$ cat config.mk
export PLATFORM = sky130hd
export DESIGN_NAME = adc_sram_bus_handover
export DESIGN_NICKNAME = d
export VERILOG_FILES = /design/src/hw/adc_bus_pkg.sv /design/src/hw/sample_fifo.sv /design/src/hw/adc_sram_bus_handover.sv
export VERILOG_INCLUDE_DIRS = /design/src /design/src/hw
export SDC_FILE = /design/constraint.sdc
export NUM_CORES = 1
export LEC_CHECK = 0
export BUFFER_PORTS_ARGS = -buffer_cell sky130_fd_sc_hd__buf_4
export CORE_MARGIN = 2
export CORE_UTILIZATION = 60
export CTS_BUF_LIST = sky130_fd_sc_hd__clkbuf_4 sky130_fd_sc_hd__clkbuf_8
export CTS_CLUSTER_SIZE = 8
export DETAILED_ROUTE_END_ITERATION = 12
export HOLD_SLACK_MARGIN = 0.05
export PLACE_DENSITY = 0.79
export SETUP_SLACK_MARGIN = 0.2
export SYNTH_ARGS = -nofsm -noshare
export SYNTH_HDL_FRONTEND = slang
export SYNTH_SLANG_ARGS = --single-unit
$ cat constraint.sdc
create_clock -name clk_sys -period 4.44 [get_ports clk_sys]
set_input_delay 0.888 -clock clk_sys [delete_from_list [all_inputs] [get_ports clk_sys]]
set_output_delay 0.888 -clock clk_sys [all_outputs]
set_load 0.1 [all_outputs]
$ cat src/hw/adc_bus_consts.svh
// Constants for the shared SRAM capture and bus handover block
`ifndef ADC_BUS_CONSTS_SVH
`define ADC_BUS_CONSTS_SVH
`define DATA_W 16
`define ADDR_W 23
`define FIFO_DEPTH 16
`define CH_COUNT 8
`define CH_COUNT_W 3
`define BIT_COUNT_W 4
`define BIT_LAST 4'hf
`define ADDR_ZERO 23'h000000
`define ADDR_ONE 23'h000001
`define CH_SPAN 23'h000008
`define CH_TOP 23'h000007
`define CH_LAST 3'h7
`define CH_FIRST 3'h0
`endif

$ cat src/hw/adc_bus_pkg.sv
// Types for the shared SRAM capture and bus handover block
package adc_bus_pkg;
  typedef enum logic [2:0] {
    ST_IDLE = 3'b000,
    ST_LOW = 3'b001,
    ST_HIGH = 3'b010,
    ST_WAIT = 3'b011,
    ST_STORE = 3'b100,
    ST_DONE = 3'b101
  } cap_state_e;
endpackage

$ cat src/hw/sample_fifo.sv
// Parameterised valid/ready FIFO for conversion words
`timescale 1ns/1ps
module sample_fifo #(
  parameter int WIDTH = 16,
  parameter int DEPTH = 16
) (
  // Clock and reset
  input wire logic clk_sys,
  input wire logic rst_n,
  input wire logic clk_en,
  // Fill side
  input wire logic in_valid,
  output logic in_ready,
  input wire logic [WIDTH-1:0] in_data,
  // Drain side
  output logic out_valid,
  input wire logic out_ready,
  output logic [WIDTH-1:0] out_data
);
  localparam int AW = $clog2(DEPTH);
  logic [WIDTH-1:0] mem_q [DEPTH];
  logic [AW-1:0] wp_q, wp_d, rp_q, rp_d;
  logic [AW:0] cnt_q, cnt_d;
  logic push, pop;
  assign in_ready = cnt_q != (AW+1)'(DEPTH);
  assign out_valid = cnt_q != '0;
  assign out_data = mem_q[rp_q];
  always_comb
  begin
    push = in_valid && in_ready;
    pop = out_valid && out_ready;
    wp_d = push ? wp_q + 1'b1 : wp_q;
    rp_d = pop ? rp_q + 1'b1 : rp_q;
    cnt_d = cnt_q + (AW+1)'(push) - (AW+1)'(pop);
  end
  always_ff @(posedge clk_sys or negedge rst_n)
  begin
    if (!rst_n)
    begin
      wp_q <= '0;
      rp_q <= '0;
      cnt_q <= '0;
    end
    else if (clk_en)
    begin
      wp_q <= wp_d;
      rp_q <= rp_d;
      cnt_q <= cnt_d;
    end
  end
  always_ff @(posedge clk_sys)
  begin
    if (clk_en && push)
      mem_q[wp_q] <= in_data;
  end
endmodule

$ cat src/hw/adc_sram_bus_handover.sv
// Capture engine sharing one SRAM with the host, and the bus handover muxes
//
// What this block does
// - Engine makes serial clock itself, samples ADC data in clock-high state.
// - Bus goes to host only after all results stored and final state reached.
// - Memory data is host word when select is 0, conversion word when 1.
// - Owner select is 1 while engine active, 0 once complete.
// - Memory data lines driven when memory_side_drive is 1, else inputs.
// - memory_side_drive = adc_drive_enable or host write with a chip select low.
// - Host data lines drive only on host read with a chip select low.
// - Memory address is capture counter when select is 1, host address when 0.
// - Counter loads channel start offset, increments after each stored word.
// - Channel stops when counter reaches that channel's upper address.
// - SRAM select follows engine select while owned; engine pulls select and write low.
// - SRAM write strobe follows engine write when owned, host write pin otherwise.
// - SRAM output enable follows engine read when owned; engine reads low on store.
// - With select 0, SRAM select passes host SRAM select pin through.
// - Conversion word is 16 bits: 12 data, three zeros, overflow, shifted in.
`timescale 1ns/1ps
`include "adc_bus_consts.svh"
module adc_sram_bus_handover (
  // Clock, reset, enable
  input wire logic clk_sys,
  input wire logic reset_n,
  input wire logic clk_en,
  // Capture control
  input wire logic capture_start,
  output logic capture_busy,
  // ADC serial link
  output logic adc_sclk,
  input wire logic adc_dout,
  // Host bus
  input wire logic [`DATA_W-1:0] host_data_in,
  output logic [`DATA_W-1:0] host_data_out,
  output logic host_data_oe,
  input wire logic [`ADDR_W:1] host_address_lines,
  input wire logic host_flash_select,
  input wire logic host_sram_select_pin,
  input wire logic host_write_pin,
  input wire logic host_read_pin,
  // SRAM and flash bus
  input wire logic [`DATA_W-1:0] mem_data_in,
  output logic [`DATA_W-1:0] mem_data_out,
  output logic mem_data_oe,
  output logic [`ADDR_W:1] memory_address_lines,
  output logic sram_select_out,
  output logic sram_write_out,
  output logic sram_read_out
);
  // ***************************************
  // Reset release
  // ***************************************
  // Release is retimed to the clock; assertion stays asynchronous
  logic rst_meta_q, rst_n;
  always_ff @(posedge clk_sys or negedge reset_n)
  begin
    if (!reset_n)
    begin
      rst_meta_q <= 1'b0;
      rst_n <= 1'b0;
    end
    else
    begin
      rst_meta_q <= 1'b1;
      rst_n <= rst_meta_q;
    end
  end

  // ***************************************
  // Capture engine
  // ***************************************
  // State of one capture run
  adc_bus_pkg::cap_state_e state_q, state_d;
  logic [`DATA_W-1:0] shift_q, shift_d;
  logic [`BIT_COUNT_W-1:0] bit_q, bit_d;
  logic [`CH_COUNT_W-1:0] ch_q, ch_d;
  logic [`ADDR_W-1:0] capture_address_counter, addr_d;
  logic bus_owner_select, owner_d;
  logic adc_drive_enable, drive_d;
  logic sclk_d;
  logic fifo_in_valid, fifo_in_ready, fifo_out_valid, fifo_pop;
  logic [`DATA_W-1:0] conversion_word;
  logic [`ADDR_W-1:0] ch_top;
  logic engine_sram_select_n, engine_write_n, engine_read_n;

  // ***************************************
  // Channel address windows
  // ***************************************
  // Each channel owns a fixed window; its last slot ends that channel
  logic [`ADDR_W-1:0] ch_start_tbl [`CH_COUNT];
  logic [`ADDR_W-1:0] ch_upper_tbl [`CH_COUNT];
  genvar gi;
  generate
    for (gi = 0; gi < `CH_COUNT; gi++)
    begin : g_ch_window
      assign ch_start_tbl[gi] = (`ADDR_W)'(gi) * `CH_SPAN;
      assign ch_upper_tbl[gi] = ch_start_tbl[gi] + `CH_TOP;
    end
  endgenerate

  always_comb
  begin
    ch_top = ch_upper_tbl[ch_q];
  end

  // ***************************************
  // Capture sequencer
  // ***************************************

  // Words leave the shifter through the FIFO; a full FIFO stalls the shifter
  always_comb
  begin
    state_d = state_q;
    shift_d = shift_q;
    bit_d = bit_q;
    ch_d = ch_q;
    addr_d = capture_address_counter;
    owner_d = bus_owner_select;
    drive_d = adc_drive_enable;
    sclk_d = 1'b0;
    fifo_in_valid = 1'b0;
    fifo_pop = 1'b0;
    case (state_q)
      adc_bus_pkg::ST_IDLE:
      begin
        if (capture_start)
        begin
          ch_d = `CH_FIRST;
          addr_d = ch_start_tbl[`CH_FIRST];
          bit_d = '0;
          owner_d = 1'b1;
          drive_d = 1'b1;
          state_d = adc_bus_pkg::ST_LOW;
        end
      end
      adc_bus_pkg::ST_LOW:
      begin
        // Serial clock rises on this edge
        sclk_d = 1'b1;
        state_d = adc_bus_pkg::ST_HIGH;
      end
      adc_bus_pkg::ST_HIGH:
      begin
        // Bit taken on the edge that ends the clock-high cycle
        shift_d = {shift_q[`DATA_W-2:0], adc_dout};
        bit_d = bit_q + 1'b1;
        state_d = (bit_q == `BIT_LAST) ? adc_bus_pkg::ST_WAIT : adc_bus_pkg::ST_LOW;
      end
      adc_bus_pkg::ST_WAIT:
      begin
        // Full word offered; a full buffer holds the shifter here
        fifo_in_valid = 1'b1;
        if (fifo_in_ready)
          state_d = adc_bus_pkg::ST_STORE;
      end
      adc_bus_pkg::ST_STORE:
      begin
        if (fifo_out_valid)
        begin
          // Pop drives the store strobes at the current counter
          fifo_pop = 1'b1;
          if (capture_address_counter == ch_top)
          begin
            if (ch_q == `CH_LAST)
              state_d = adc_bus_pkg::ST_DONE;
            else
            begin
              ch_d = ch_q + 1'b1;
              addr_d = ch_start_tbl[ch_d];
              state_d = adc_bus_pkg::ST_LOW;
            end
          end
          else
          begin
            addr_d = capture_address_counter + `ADDR_ONE;
            state_d = adc_bus_pkg::ST_LOW;
          end
        end
      end
      adc_bus_pkg::ST_DONE:
      begin
        // Last word is on the pins now; host gets the muxes next
        owner_d = 1'b0;
        drive_d = 1'b0;
        state_d = adc_bus_pkg::ST_IDLE;
      end
      default:
        state_d = adc_bus_pkg::ST_IDLE;
    endcase
  end

  always_ff @(posedge clk_sys or negedge rst_n)
  begin
    if (!rst_n)
    begin
      state_q <= adc_bus_pkg::ST_IDLE;
      shift_q <= '0;
      bit_q <= '0;
      ch_q <= `CH_FIRST;
      capture_address_counter <= `ADDR_ZERO;
      // Host owns the bus out of reset
      bus_owner_select <= 1'b0;
      adc_drive_enable <= 1'b0;
      adc_sclk <= 1'b0;
    end
    else if (clk_en)
    begin
      state_q <= state_d;
      shift_q <= shift_d;
      bit_q <= bit_d;
      ch_q <= ch_d;
      capture_address_counter <= addr_d;
      bus_owner_select <= owner_d;
      adc_drive_enable <= drive_d;
      adc_sclk <= sclk_d;
    end
  end

  // ***************************************
  // Sample buffer
  // ***************************************
  // Decouples the shifter from the store cycle
  sample_fifo #(
    .WIDTH(`DATA_W),
    .DEPTH(`FIFO_DEPTH)
  ) u_fifo (
    .clk_sys(clk_sys),
    .rst_n(rst_n),
    .clk_en(clk_en),
    .in_valid(fifo_in_valid),
    .in_ready(fifo_in_ready),
    .in_data(shift_q),
    .out_valid(fifo_out_valid),
    .out_ready(fifo_pop),
    .out_data(conversion_word)
  );

  // ***************************************
  // Engine strobes
  // ***************************************
  // Select, write and read low together for the cycle a word is popped
  always_comb
  begin
    engine_sram_select_n = !fifo_pop;
    engine_write_n = !fifo_pop;
    engine_read_n = !fifo_pop;
  end

  // ***************************************
  // Bus muxes, registered onto the pins
  // ***************************************
  logic host_cs_any;
  logic side_d, read_d, sel_d, wr_d, rd_d;
  logic [`DATA_W-1:0] mdata_d;
  logic [`ADDR_W:1] maddr_d;
  always_comb
  begin
    // Either host select low counts as a host cycle
    host_cs_any = !host_flash_select || !host_sram_select_pin;
    side_d = adc_drive_enable || (!host_write_pin && host_cs_any);
    read_d = !host_read_pin && host_cs_any;
    mdata_d = bus_owner_select ? conversion_word : host_data_in;
    maddr_d = bus_owner_select ? capture_address_counter : host_address_lines;
    sel_d = bus_owner_select ? engine_sram_select_n : host_sram_select_pin;
    wr_d = bus_owner_select ? engine_write_n : host_write_pin;
    rd_d = bus_owner_select ? engine_read_n : host_read_pin;
  end

  // ***************************************
  // Pin registers
  // ***************************************
  // Every pin leaves a flop, so host pass-through lags by one cycle
  always_ff @(posedge clk_sys or negedge rst_n)
  begin
    if (!rst_n)
    begin
      mem_data_out <= '0;
      mem_data_oe <= 1'b0;
      host_data_out <= '0;
      host_data_oe <= 1'b0;
      memory_address_lines <= '0;
      sram_select_out <= 1'b1;
      sram_write_out <= 1'b1;
      sram_read_out <= 1'b1;
      capture_busy <= 1'b0;
    end
    else if (clk_en)
    begin
      mem_data_out <= mdata_d;
      mem_data_oe <= side_d;
      host_data_out <= mem_data_in;
      host_data_oe <= read_d;
      memory_address_lines <= maddr_d;
      sram_select_out <= sel_d;
      sram_write_out <= wr_d;
      sram_read_out <= rd_d;
      // Busy lags the owner select, in step with the muxed pins
      capture_busy <= bus_owner_select;
    end
  end
endmodule

==> results.md <==
* Die ar. at 0.0278 mm²
* CTS tree: yes
* Final Max Slew Viols at 0
* Clk_skew at 0.0345 ns
* Synth async-reset ratio at 0.332
* Top cell type by total area after synthesis: edfxtp_1
* Mapped Nets at 1076
* Via count at 9426
* Critical Path Fanout Max at 12
* Slowest stage delay, CP at 0.56 ns
* Antenna-violating nets left at 0
* Hold Vio Cnt, Final at 0
* DP Wirelength at 21.2 mm
* Post-synth top area share at 0.484
* Setup TNS at 0 ns
* Port Buffers at 125
* Required time of the critical path at about 4.9 ns
* Chip height at roughly 170 µm
* Setup ws final at 1.29 ns
* Final min period at 3.15 ns
* DR iter-0 viols at 977
* Cell area after placement at 0.0171 mm²
* Hold Crit Class: register to register
* Clock root buffer: clkbuf_8
* Area growth from synthesis to layout at 14.9%
* M1 WL at 13.8 mm
* Worst Hold Path Cells at 0
* Vias in the first global route at about 9.5k
* Worst slew margin at 0.238
* Io pins at 126
* Outcome: complete, no violations
* ANT cells at 0
* RSZ-0062 raised after global routing: false
* CP Launch Type: register
* Drt first pass iters at 5
* Chip width at ~170 µm
* Synth Register Bits at 383
* Number of buffers created by CTS at 58
* Routed wl met2 at 16.3 mm
* Core ar. at between 0.02 and 0.03 mm²
* Worst-Skew Late Latency at 0.61 ns
* Average size of a mapped cell at 15.9 µm²
* Total Nets Final at 1215
* Design Area, Final at 0.0182 mm²
* Worst Min Path Start: rst_meta_q$_DFF_PN0_
* Dominant synthesized flop cell: edfxtp_1
* CP Cell Sequence: or3b_1, nor2_1, ha_1, inv_1, ha_1, inv_1, fa_1, nand2b_1, a21oi_1, o21a_1, o21ai_0, xnor2_1
* R2r worst-path depth at 12
* First-pass GRT wire length at 53.4 mm
* Initial Util at 0.611
* Gr usage total at 0.247
* Row cnt at 59
* Source of the critical timing path: state_q[1]$_DFFE_PN0P_
* Tightest Pin Transition at roughly 1.1 ns
* Post-Syn Instances at 996
* Crit Path Category: register to register
* Peak supply drop at just over 500 µV
* Gpl congestion at 0.811
* WL per Instance at 22.5 µm
* Critical Path AT at approximately 3.6 ns
* Largest net degree at the start of global routing at 86
* Setup violators final at 0
* Final period util at 0.710
* Achievable frequency at 317 MHz
* DRC Markers at 0
* CTS clk-pin slew, worst paths at 0.06 ns
* Hold Slack at 0.360 ns
* Max Buffers Root-to-Sink at 3
* Sequential share of the synthesized area at 0.685
* Max layer used: met4
* LEAKAGE at 6.77 nW
* Critical Path Slowest Stage Cell: or3b_1
* Worst slack at placement at 1.21 ns
* Layout cells sized above 1 at 0.306
* Grt ovf at 0
* Cell area after synthesis at 0.0159 mm²
* R2R Path Start: state_q[1]$_DFFE_PN0P_
* P per Cell Area at 581 mW/mm²
* Final WL at about 34 mm
* Initial antenna violation count at 1
* Max Cap Viol at 0
* Vias per cell at 6.24
* Top post-synthesis cells by area: edfxtp_1, dfrtp_1, mux4_2
* H-tree depth at 2
* Crit. End Element: register
* Synthesis Warnings at 0
* EDFF count, synth at 256
* Clock Sinks at 383
* Met3 WL at 2.98 mm
* Post-synth cell types at 70
==> cells in the mapped netlist, drive strengths merged, types with 5 or more instances <==
cell / count
edfxtp: 256
dfrtp: 124
a21oi: 92
mux4: 64
nor2: 62
mux2: 38
a22oi: 32
clkbuf: 31
buf: 30
mux2i: 24
inv: 21
o21ai: 21
and2: 18
nand3: 18
nand2: 17
ha: 15
nand4: 15
o31ai: 11
xnor2: 11
and3: 6
nor3: 6
nor4: 6
or4: 6
a31oi: 5
==> registers in the layout, summed over array words and instances (netlist names), 3 cells and up <==
register	cells
ch_q	3
memory_address_lines	23
shift_q	16
capture_address_counter	23
u_fifo.rp_q	4
state_q	3
bit_q	4
mem_data_out	16
u_fifo.mem_q	256
u_fifo.cnt_q	5
u_fifo.wp_q	4
host_data_out	16
==> stage by stage <==
step	std cells	utilization	total power, mW
after floorplan	996	-	7.05
after global placement	1409	0.658	7.79
after detailed placement	1409	0.658	7.85
after CTS	1510	0.702	10.7
after global routing	1510	0.702	11.0
final	1510	0.702	10.6
==> timing repair <==
action,4_1_cts,5_1_grt
buffers inserted,0,0
endpoints found under the hold margin,2,0
resized for setup,0,0
hold buffers,1,0
==> where the power goes <==
part	switching, mW	leakage (nW)	internal [mW]
registers	0.545	3.82	4.24
logic	1.93	2.33	1.06
clock network	1.28	0.614	1.54
==> layout by cell type, fill, tap and decap left out, types with 14 or more instances in the layout <==
cell type  count
edfxtp_1     256
buf_4        138
dfrtp_1      121
a21oi_1       92
mux4_2        64
clkbuf_8      63
nor2_1        62
mux2_2        38
a22oi_1       32
clkbuf_4      29
mux2i_1       24
inv_1         21
o21ai_0       18
nand3_1       18
and2_1        18
nand2_1       17
ha_1          15
nand4_1       14
==> per-layer routing <==
layer	vias to the layer above	track usage
li1	4183	-
met1	4725	0.356
met2	459	0.390
met3	59	0.0473
met4	0	0.0738
met5	-	0
==> final timing paths <==
check,slack (ns),endpoint
max,1.29,u_fifo.cnt_q[4]$_DFFE_PN0P_
min,0.36,rst_n$_DFF_PN0_
max reg2reg,1.29,u_fifo.cnt_q[4]$_DFFE_PN0P_
min reg2reg,0.36,rst_n$_DFF_PN0_
max in group asynchronous,3.00,u_fifo.rp_q[0]$_DFFE_PN0P_
min in group asynchronous,0.45,host_data_out[14]$_DFFE_PN0P_
==> worst max-delay path, delay by kind of cell (launching register included) <==
kind                       cells  cell delay [ns]
xor gates and xnor gates       1             0.18
and+or+nand+nor                3             1.01
DFF                            1             0.49
AOI/OAI and AO/OA              3             0.45
adders and majority gates      3             0.81
buffers and inverters          2             0.11
==> cell families (layout without fill, tap and decap cells) <==
logic type / Yosys count / in the layout / share of synthesized area
compound gates: 194 / 194 / 0.0766
xor+xnor: 14 / 14 / 0.00773
fa+ha+maj: 16 / 16 / 0.0131
buf+inv: 82 / 261 / 0.0222
flops: 383 / 383 / 0.685
mux: 126 / 126 / 0.133
other cells: 1 / 1 / 0.000236
simple gates: 180 / 180 / 0.0624
==> cell type report <==
class	count	area (µm²)
Clock inverter	8	57.6
Clock buffer	92	1080
Multi-Input combinational cell	531	4660
Inverter	21	78.8
Timing Repair Buffer	140	1070
Fill cell	1670	7740
Tap cell	335	419
Sequential cell	383	10900
No activity file was read; power rests on OpenSTA's default activity.
